`src/rtl/sdich_map.svh`:
```
// Character codes, size limits and CRC constants of the command handler.
// Assumes ASCII characters arrive already framed by a serial receiver.
`ifndef SDICH_MAP_SVH
`define SDICH_MAP_SVH

`define SDICH_CH_CR    8'h0d
`define SDICH_CH_LF    8'h0a
`define SDICH_CH_BANG  8'h21
`define SDICH_CH_PLUS  8'h2b
`define SDICH_CH_MINUS 8'h2d
`define SDICH_CH_QMARK 8'h3f
`define SDICH_CH_ZERO  8'h30
`define SDICH_CH_ONE   8'h31
`define SDICH_CH_NINE  8'h39
`define SDICH_CH_C     8'h43
`define SDICH_CH_D     8'h44
`define SDICH_CH_M     8'h4d
`define SDICH_CH_R     8'h52
`define SDICH_CH_X     8'h58

// Longest command kept, excluding the terminator
`define SDICH_CMD_MAX  4'h8
`define SDICH_CMD_OVF  4'hf
// Data characters per chunk
`define SDICH_STD_LIM  7'h23
`define SDICH_CONC_LIM 7'h4b
// CRC-16, reflected polynomial, zero start
`define SDICH_CRC_INIT 16'h0000
`define SDICH_CRC_POLY 16'ha001

`endif

```
`src/rtl/sdich_pkg.sv`:
```
// Types of the sensor command handler: states, modes and the state record.
// Assumes sdich_map.svh supplies the numeric constants.
package sdich_pkg;

  typedef enum logic [1:0] {
    SDICH_RX    = 2'b00,
    SDICH_EXEC  = 2'b01,
    SDICH_SHORT = 2'b10,
    SDICH_DATA  = 2'b11
  } sdich_st_t;

  typedef enum logic [1:0] {
    SDICH_NONE = 2'b00,
    SDICH_STD  = 2'b01,
    SDICH_CONC = 2'b10
  } sdich_mode_t;

  typedef struct packed {
    sdich_st_t        st;
    logic [7:0][7:0]  cbuf;
    logic [3:0]       clen;
    sdich_mode_t      mode;
    logic             mcrc;
    logic             dconc;
    logic             sr_pend;
    logic             dcrc;
    logic             dwide;
    logic             todata;
    logic [15:0]      crc;
    logic [7:0][7:0]  tbuf;
    logic [3:0]       tlen;
    logic [3:0]       tidx;
    logic [6:0]       dcnt;
    logic [7:0]       tx_byte;
    logic             tx_vld;
    logic             start;
    logic             start_conc;
    logic             abort;
    logic             dreq;
    logic             dcont;
    logic             xcmd;
    logic [3:0]       idx;
  } sdich_state_t;

endpackage

```
`src/rtl/sdich_handler.sv`:
```
// Sensor-side command interpreter: measurement, data, abort and extended.
// Assumes a UART feeds received characters and a bus-break pulse, and a
// measurement core supplies timing digits and the value character stream.
//
// Operation
// - Concurrent reply: address, ttt, nn, CR LF
// - Concurrent measurement never sends service request
// - CRC variants append three CRC characters
// - Break abandons pending standard measurement
// - Other valid command aborts concurrent measurement
// - Data fetched by indexed commands zero-nine
// - Standard chunk holds at most 35 characters
// - Concurrent chunk holds at most 75 characters
// - Values lead with plus or minus sign
// - Extended: address, X, letters, exclamation
// - Extended reply: address, CR LF
// - Standard completion sends address CR LF
`timescale 1ns/1ps
`include "sdich_map.svh"

module sdich_handler (
  // Clock and reset
  input  wire logic        clock_i,
  input  wire logic        rst_n_i,
  // Own address
  input  wire logic [7:0]  addr_i,
  // Received characters and bus break
  input  wire logic [7:0]  rx_char_i,
  input  wire logic        rx_valid_i,
  input  wire logic        brk_i,
  // Transmit characters
  output logic      [7:0]  tx_char_o,
  output logic             tx_valid_o,
  input  wire logic        tx_ready_i,
  // Measurement core control
  input  wire logic [23:0] meas_ttt_i,
  input  wire logic [15:0] meas_nn_i,
  input  wire logic        meas_done_i,
  output logic             meas_start_o,
  output logic             meas_conc_o,
  output logic             meas_abort_o,
  output logic      [3:0]  cmd_idx_o,
  output logic             ext_cmd_o,
  // Value stream of one chunk
  output logic             data_req_o,
  output logic             data_cont_o,
  input  wire logic [7:0]  data_char_i,
  input  wire logic        data_valid_i,
  input  wire logic        data_end_i,
  output logic             data_ready_o
);

  // ************************************************************
  // Helpers
  // ************************************************************
  function automatic logic [15:0] crc16(input logic [15:0] c,
                                        input logic [7:0]  b);
    logic [15:0] r;
    r = c ^ {8'h00, b};
    for (int i = 0; i < 8; i++) begin
      r = r[0] ? ((r >> 1) ^ `SDICH_CRC_POLY) : (r >> 1);
    end
    return r;
  endfunction

  function automatic logic is_dig(input logic [7:0] ch);
    return (ch >= `SDICH_CH_ZERO) && (ch <= `SDICH_CH_NINE);
  endfunction

  function automatic logic is_sign(input logic [7:0] ch);
    return (ch == `SDICH_CH_PLUS) || (ch == `SDICH_CH_MINUS);
  endfunction

  function automatic logic [6:0] lim_of(input logic wide);
    return wide ? `SDICH_CONC_LIM : `SDICH_STD_LIM;
  endfunction

  // ************************************************************
  // Reset release
  // ************************************************************
  logic rst_m_ff;
  logic rst_sync_ff;

  // Two stages so release never meets a clock edge mid-way
  always_ff @(posedge clock_i or negedge rst_n_i) begin
    if (!rst_n_i) begin
      rst_m_ff    <= 1'b0;
      rst_sync_ff <= 1'b0;
    end else begin
      rst_m_ff    <= 1'b1;
      rst_sync_ff <= rst_m_ff;
    end
  end

  // ************************************************************
  // State and next state
  // ************************************************************
  sdich_pkg::sdich_state_t s_ff;
  sdich_pkg::sdich_state_t nxt_s;
  logic                    hc;
  logic [3:0]              dp;
  logic                    ok;
  logic                    meas;
  logic                    dat;
  logic [7:0]              ch;

  always_comb begin
    nxt_s = s_ff;
    hc    = 1'b0;
    dp    = 4'h2;
    ok    = 1'b0;
    meas  = 1'b0;
    dat   = 1'b0;
    ch    = data_char_i;
    nxt_s.start = 1'b0;
    nxt_s.abort = 1'b0;
    nxt_s.dreq  = 1'b0;
    nxt_s.xcmd  = 1'b0;
    if (s_ff.tx_vld && tx_ready_i) begin
      nxt_s.tx_vld = 1'b0;
    end
    // Completion: only standard mode raises a service request
    if (meas_done_i) begin
      if (s_ff.mode == sdich_pkg::SDICH_STD) begin
        nxt_s.sr_pend = 1'b1;
      end
      nxt_s.mode = sdich_pkg::SDICH_NONE;
    end
    unique case (s_ff.st)
      sdich_pkg::SDICH_RX: begin
        if (rx_valid_i) begin
          if (rx_char_i == `SDICH_CH_BANG) begin
            nxt_s.st = sdich_pkg::SDICH_EXEC;
          end else if (s_ff.clen < `SDICH_CMD_MAX) begin
            nxt_s.cbuf[s_ff.clen[2:0]] = rx_char_i;
            nxt_s.clen = s_ff.clen + 4'h1;
          end else begin
            nxt_s.clen = `SDICH_CMD_OVF;
          end
        end else if (s_ff.sr_pend && s_ff.clen == 4'h0) begin
          // Service request waits for a quiet line
          nxt_s.sr_pend = 1'b0;
          nxt_s.tbuf[0] = addr_i;
          nxt_s.tbuf[1] = `SDICH_CH_CR;
          nxt_s.tbuf[2] = `SDICH_CH_LF;
          nxt_s.tlen    = 4'h3;
          nxt_s.tidx    = 4'h0;
          nxt_s.todata  = 1'b0;
          nxt_s.st      = sdich_pkg::SDICH_SHORT;
        end
      end
      sdich_pkg::SDICH_EXEC: begin
        nxt_s.clen = 4'h0;
        nxt_s.st   = sdich_pkg::SDICH_RX;
        if (s_ff.clen >= 4'h3 && s_ff.cbuf[2] == `SDICH_CH_C) begin
          hc = 1'b1;
          dp = 4'h3;
        end
        if (s_ff.cbuf[0] == `SDICH_CH_QMARK && s_ff.clen == 4'h1) begin
          ok = 1'b1;
        end else if (s_ff.cbuf[0] == addr_i && s_ff.clen != 4'h0 &&
                     s_ff.clen != `SDICH_CMD_OVF) begin
          if (s_ff.clen == 4'h1) begin
            ok = 1'b1;
          end else if (s_ff.cbuf[1] == `SDICH_CH_M ||
                       s_ff.cbuf[1] == `SDICH_CH_C) begin
            if (s_ff.clen == dp) begin
              meas = 1'b1;
              nxt_s.idx = 4'h0;
            end else if (s_ff.clen == dp + 4'h1 &&
                         s_ff.cbuf[dp[2:0]] >= `SDICH_CH_ONE &&
                         is_dig(s_ff.cbuf[dp[2:0]])) begin
              meas = 1'b1;
              nxt_s.idx = s_ff.cbuf[dp[2:0]][3:0];
            end
          end else if (s_ff.cbuf[1] == `SDICH_CH_D && s_ff.clen == 4'h3 &&
                       is_dig(s_ff.cbuf[2])) begin
            dat = 1'b1;
            nxt_s.idx   = s_ff.cbuf[2][3:0];
            nxt_s.dcont = 1'b0;
            nxt_s.dcrc  = s_ff.mcrc;
            nxt_s.dwide = s_ff.dconc;
          end else if (s_ff.cbuf[1] == `SDICH_CH_R &&
                       s_ff.clen == dp + 4'h1 &&
                       is_dig(s_ff.cbuf[dp[2:0]])) begin
            dat = 1'b1;
            nxt_s.idx   = s_ff.cbuf[dp[2:0]][3:0];
            nxt_s.dcont = 1'b1;
            nxt_s.dcrc  = hc;
            nxt_s.dwide = 1'b1;
          end else if (s_ff.cbuf[1] == `SDICH_CH_X) begin
            ok = 1'b1;
            nxt_s.xcmd = 1'b1;
          end
        end
        ok = ok | meas | dat;
        if (ok) begin
          // Plain acknowledgement form, widened below for measurements and cut to the address for data
          nxt_s.tbuf[0] = addr_i;
          nxt_s.tbuf[1] = `SDICH_CH_CR;
          nxt_s.tbuf[2] = `SDICH_CH_LF;
          nxt_s.tlen    = 4'h3;
          nxt_s.tidx    = 4'h0;
          nxt_s.todata  = 1'b0;
          nxt_s.st      = sdich_pkg::SDICH_SHORT;
        end
        // A valid command before time-out ends the concurrent run
        if (ok && s_ff.mode == sdich_pkg::SDICH_CONC && !meas_done_i) begin
          nxt_s.abort = 1'b1;
          nxt_s.mode  = sdich_pkg::SDICH_NONE;
        end
        if (meas) begin
          nxt_s.start      = 1'b1;
          nxt_s.start_conc = (s_ff.cbuf[1] == `SDICH_CH_C);
          nxt_s.mcrc       = hc;
          nxt_s.dconc      = nxt_s.start_conc;
          nxt_s.sr_pend    = 1'b0;
          nxt_s.mode       = nxt_s.start_conc ? sdich_pkg::SDICH_CONC :
                                                sdich_pkg::SDICH_STD;
          nxt_s.tbuf[1] = meas_ttt_i[23:16];
          nxt_s.tbuf[2] = meas_ttt_i[15:8];
          nxt_s.tbuf[3] = meas_ttt_i[7:0];
          if (nxt_s.start_conc) begin
            nxt_s.tbuf[4] = meas_nn_i[15:8];
            nxt_s.tbuf[5] = meas_nn_i[7:0];
            nxt_s.tbuf[6] = `SDICH_CH_CR;
            nxt_s.tbuf[7] = `SDICH_CH_LF;
            nxt_s.tlen    = 4'h8;
          end else begin
            nxt_s.tbuf[4] = meas_nn_i[7:0];
            nxt_s.tbuf[5] = `SDICH_CH_CR;
            nxt_s.tbuf[6] = `SDICH_CH_LF;
            nxt_s.tlen    = 4'h7;
          end
        end
        if (dat) begin
          nxt_s.dreq   = 1'b1;
          nxt_s.tlen   = 4'h1;
          nxt_s.todata = 1'b1;
          nxt_s.dcnt   = 7'h00;
          nxt_s.crc    = crc16(`SDICH_CRC_INIT, addr_i);
        end
      end
      sdich_pkg::SDICH_SHORT: begin
        if (!s_ff.tx_vld) begin
          if (s_ff.tidx < s_ff.tlen) begin
            nxt_s.tx_byte = s_ff.tbuf[s_ff.tidx[2:0]];
            nxt_s.tx_vld  = 1'b1;
            nxt_s.tidx    = s_ff.tidx + 4'h1;
          end else if (s_ff.todata) begin
            nxt_s.todata = 1'b0;
            nxt_s.st     = sdich_pkg::SDICH_DATA;
          end else begin
            nxt_s.st = sdich_pkg::SDICH_RX;
          end
        end
      end
      sdich_pkg::SDICH_DATA: begin
        if (!s_ff.tx_vld) begin
          // Truncation at the limit protects the master's buffer
          if (data_end_i || s_ff.dcnt == lim_of(s_ff.dwide)) begin
            nxt_s.tidx = 4'h0;
            nxt_s.st   = sdich_pkg::SDICH_SHORT;
            if (s_ff.dcrc) begin
              nxt_s.tbuf[0] = {4'h4, s_ff.crc[15:12]};
              nxt_s.tbuf[1] = {2'b01, s_ff.crc[11:6]};
              nxt_s.tbuf[2] = {2'b01, s_ff.crc[5:0]};
              nxt_s.tbuf[3] = `SDICH_CH_CR;
              nxt_s.tbuf[4] = `SDICH_CH_LF;
              nxt_s.tlen    = 4'h5;
            end else begin
              nxt_s.tbuf[0] = `SDICH_CH_CR;
              nxt_s.tbuf[1] = `SDICH_CH_LF;
              nxt_s.tlen    = 4'h2;
            end
          end else if (data_valid_i) begin
            if (s_ff.dcnt == 7'h00 && !is_sign(data_char_i)) begin
              ch = `SDICH_CH_PLUS;
            end
            nxt_s.tx_byte = ch;
            nxt_s.tx_vld  = 1'b1;
            nxt_s.dcnt    = s_ff.dcnt + 7'h01;
            nxt_s.crc     = crc16(s_ff.crc, ch);
          end
        end
      end
    endcase
    // Break drops any exchange and a pending standard run
    if (brk_i) begin
      nxt_s.st      = sdich_pkg::SDICH_RX;
      nxt_s.clen    = 4'h0;
      nxt_s.tx_vld  = 1'b0;
      nxt_s.sr_pend = 1'b0;
      if (s_ff.mode == sdich_pkg::SDICH_STD) begin
        nxt_s.abort = 1'b1;
        nxt_s.mode  = sdich_pkg::SDICH_NONE;
      end
    end
  end

  // Whole state in one register
  always_ff @(posedge clock_i or negedge rst_sync_ff) begin
    if (!rst_sync_ff) begin
      s_ff <= '0;
    end else begin
      s_ff <= nxt_s;
    end
  end

  // ************************************************************
  // Outputs
  // ************************************************************
  assign tx_char_o    = s_ff.tx_byte;
  assign tx_valid_o   = s_ff.tx_vld;
  assign meas_start_o = s_ff.start;
  assign meas_conc_o  = s_ff.start_conc;
  assign meas_abort_o = s_ff.abort;
  assign cmd_idx_o    = s_ff.idx;
  assign ext_cmd_o    = s_ff.xcmd;
  assign data_req_o   = s_ff.dreq;
  assign data_cont_o  = s_ff.dcont;
  // Held off while a sign is being inserted ahead of the value
  assign data_ready_o = (s_ff.st == sdich_pkg::SDICH_DATA) && !s_ff.tx_vld &&
                        !data_end_i && !brk_i &&
                        (s_ff.dcnt != lim_of(s_ff.dwide)) &&
                        !(s_ff.dcnt == 7'h00 && !is_sign(data_char_i));
endmodule

```
`config.mk`:
```
export PLATFORM = sky130hd
export DESIGN_NAME = sdich_handler
export DESIGN_NICKNAME = d
export VERILOG_FILES = /design/src/rtl/sdich_pkg.sv /design/src/rtl/sdich_handler.sv
export VERILOG_INCLUDE_DIRS = /design/src /design/src/rtl
export SDC_FILE = /design/constraint.sdc
export NUM_CORES = 1
export LEC_CHECK = 0
export ABC_AREA = 1
export ABC_CLOCK_PERIOD_IN_PS = 13500
export BUFFER_PORTS_ARGS = -buffer_cell sky130_fd_sc_hd__clkbuf_2
export CAP_MARGIN = 20
export CORE_MARGIN = 3
export CORE_UTILIZATION = 35
export DETAILED_ROUTE_END_ITERATION = 12
export PLACE_DENSITY = 0.61
export SETUP_SLACK_MARGIN = 0.02
export SYNTH_ARGS = -nofsm -noshare
export SYNTH_HDL_FRONTEND = slang
export SYNTH_SLANG_ARGS = --single-unit
```
`constraint.sdc`:
```
create_clock -name clock_i -period 13.5 [get_ports clock_i]
set_clock_uncertainty 0.2 [all_clocks]
set_input_delay 2.025 -clock clock_i [delete_from_list [all_inputs] [get_ports clock_i]]
set_output_delay 2.025 -clock clock_i [all_outputs]
set_load 0.03 [all_outputs]
```
==> summary.txt <==
Place
  • I/O Buffers: 91
  • DP Wirelength: 20200 µm
  • GP Congestion: 0.921
  • Post-DP Area: 9480 µm²

Critical path
  • CP required: 11.27 ns
  • CP peak stage delay: 0.37 ns
  • Crit path max-delay family: simple AND/OR/NAND/NOR gates
  • Critical Path End Type: output pin
  • Arr. time, crit path: 3.42 ns
  • CP startpoint: data_char_i[6]
  • R2R Setup Slk: 9.23 ns
  • CP dominant cell by count: nand2_1
  • Worst r2r src: s_ff[190]
  • CP Launch Type: input pin
  • Number of buffers and inverters on the critical path: 3
  • Worst path cell trace: clkbuf_2, nor2_1, nand2_1, nor2_1, nand2_1, nand2_1, inv_1, nor4_1, clkbuf_2
  • WS Path Type: in -> out
  • Critical path fanouts, max: 18
  • Slowest cell on crit path: nand2_1

Power
  • Internal power: 1.09 mW
  • Cell area power density: 188 nW/µm²
  • Comb power frac: 38.1%
  • P_leak: 4.98 nW
  • Sequential share of power: 35.6%
  • Clk pwr share: 26.3%
  • Max IR drop VDD: 94.6 µV
  • Switching pwr: 0.816 mW
  • Switching part of the total: 42.8%

STA
  • Worst slew pin tran: 1.03 ns
  • Fmax: 177 MHz
  • Minimum clock period: 5.64 ns
  • Hold Vio Cnt, Final: 14
  • Final period utilization: 41.8%
  • RSZ-0062 raised after global routing: false
  • Setup TNS: 0 ns
  • Hold WS: -0.0147 ns
  • Slew Limit Fails: 0
  • Setup violations, final: 0
  • Max-slew headroom: 31.2%

Global route
  • Largest net degree at the start of global routing: 76
  • All-layer global routing usage: 20.2%
  • Vias in the first global route: 7730
  • Global-route wire length before repair: 42900 µm
  • Total gr overflow: 0
  • Initial antenna violation count: 0

Final layout
  • Final Core Density: 41.0%
  • Layout cells sized above 1: 15.3%
  • FF/Latch Area: 3710 µm²
  • Commonest non-fill, non-tap cell in the layout: nand2_1
  • Multi-input gate area: 4320 µm²
  • # diodes: 0
  • Final-layout fill cell count: 2599
  • Design Area, Final: 10100 µm²
  • Layout area overhead: 13.8%
  • Largest register FFs: 128
  • Fin nets: 1327
  • Largest Register: s_ff
  • Most frequent cells in the layout: nand2_1, dfrtp_1, inv_1, o21ai_0, clkbuf_2

Floorplanning
  • Horiz. Die Dim: 165 µm
  • Die footprint: 27400 µm²
  • I/O Pins: 92
  • Initial Util: 36.0%
  • Core box area: 24700 µm²
  • DIE HEIGHT: 165 µm
  • Cell Rows: 57

Clock tree
  • Setup bufs post-CTS: 0
  • Number of CTS-inserted buffers: 17
  • Clock slew at reported path FFs: 0.07 ns
  • Post-cts gate resize count: 0
  • Later-pin clock latency in the skew report: 0.44 ns
  • Clock root cell: clkbuf_16
  • Cts hold-fix bufs: 0
  • TritonCTS clock tree: yes
  • Clk sinks: 148
  • Clock buffer depth: 2
  • H-tree Lvls: 4

Detailed routing
  • Vias/cell: 5.19
  • Routed Antenna Nets: 0
  • # DRC: 0
  • Vias post-DR: 8223
  • First-pass DRT Iterations: 5
  • Final WL: 27200 µm
  • Initial DRC count: 802
  • DR WL/cell: 17.2 µm

Outcome
  • Violated checks: hold timing
  • Outcome: finished with violations

Synthesis
  • Post-Syn Nets: 1263
  • Cells after Synth: 1182
  • Async SR Flop Fraction: 100%
  • Number of synthesized flops with an enable pin: 0
  • Seq/Total Area, Yosys: 41.6%
  • Mean Syn Cell Area: 7.52 µm²
  • Synth unique cells: 55
  • Post-Syn Area: 8890 µm²
  • Main flop type after synthesis: dfrtp_1
  • Register bit count reported by yosys: 148
  • Synth warnings: 0

Run
  • Max-cap violation count: 0

Worst hold path
  • HP Class: reg -> async
-- logic make-up (layout without fill, tap and decap cells) --
logic type | after synthesis | count (layout) | synth area share [%]
simple gates | 575 | 575 | 30.1
compound gates | 230 | 230 | 15.4
buf+inv | 201 | 278 | 9.76
fa+ha+maj | 9 | 9 | 1.27
flops | 148 | 148 | 41.6
other cells | 1 | 1 | 0.0422
xor+xnor | 18 | 18 | 1.77
-- path summary, 6_finish.rpt --
path | cells past startpoint | endpoint
setup / recovery | 9 | data_ready_o
hold / removal | 0 | s_ff[115]
setup reg to reg | 9 | s_ff[30]
hold reg to reg | 0 | s_ff[115]
max in group asynchronous | 2 | s_ff[85]
min in group clock_i | 0 | rst_sync_ff
-- synth_stat cells (3+ instances only) --
library cell	n	area [µm²]
xnor2_1	7	61.3
buf_4	15	113
ha_1	9	113
o211ai_1	13	97.6
dfrtp_1	148	3700
o21ai_0	109	546
nor2_2	5	31.3
nand2_4	7	78.8
o21ai_1	6	30.0
buf_2	9	45.0
o22ai_1	10	62.6
a31oi_1	8	50.1
nand4_1	47	294
nand3b_1	5	37.5
a221oi_1	4	35.0
a21oi_1	39	195
o221ai_1	4	35.0
buf_6	4	45.0
inv_1	135	507
o2111ai_1	3	26.3
clkinv_1	6	22.5
a32o_1	3	30.0
or2_2	7	43.8
xor2_1	11	96.3
nor2_1	72	270
o21a_1	5	37.5
nor3_1	16	80.1
nand3_2	7	70.1
nand2_1	324	1220
nor2_4	5	56.3
nand2_2	11	68.8
o31ai_1	4	30.0
nor4_1	8	50.1
nand3_1	53	265
a211oi_1	4	30.0
clkbuf_1	21	78.8
inv_2	9	33.8
a32oi_1	3	26.3
a2bb2oi_1	3	26.3
-- power groups by stage --
| stage | Sequential, mW | Clock [mW] | Combinational [mW] |
|---|---|---|---|
| 4_1_cts | 0.679 | 0.508 | 0.720 |
| 3_3_place_gp | 0.685 | 0 | 0.703 |
| 2_1_floorplan | 0.655 | 0 | 0.569 |
| 6_report | 0.678 | 0.502 | 0.726 |
| 5_1_grt | 0.692 | 0.527 | 0.825 |
| 3_5_place_dp | 0.687 | 0 | 0.716 |
-- worst reg2reg max path: cells and delay by family, from the launching register on --
family                 cells  cell delay (ns)
buffers and inverters      2             0.90
AOI/OAI and AO/OA          1             0.19
DFF                        1             0.46
and+or+nand+nor            6             2.39
-- through the flow --
step	worst slack, ns	power, mW	instances
final	7.86	1.91	1583
after global routing	7.67	2.04	1583
after CTS	7.87	1.91	1582
after detailed placement	7.87	1.40	1550
after global placement	7.90	1.39	1550
after floorplan	7.59	1.22	1182
-- metal layers --
metal,global-route usage (%),up-vias,routed length [µm]
met3,3.42,27,1620
met4,4.95,0,503
met2,31.8,255,12500
met1,29.0,3900,12500
li1,-,4041,-
met5,0,-,0
-- final cells by class --
type / instances / share of cell area [%]
tap: 324 / 4.01
clock buffer: 17 / 4.20
timing repair buffer: 96 / 5.07
inverter: 150 / 5.56
multi-input combinational: 833 / 42.7
clock inverter: 15 / 1.79
sequential: 148 / 36.6
Note: power is estimated with default switching activity, not from simulation.
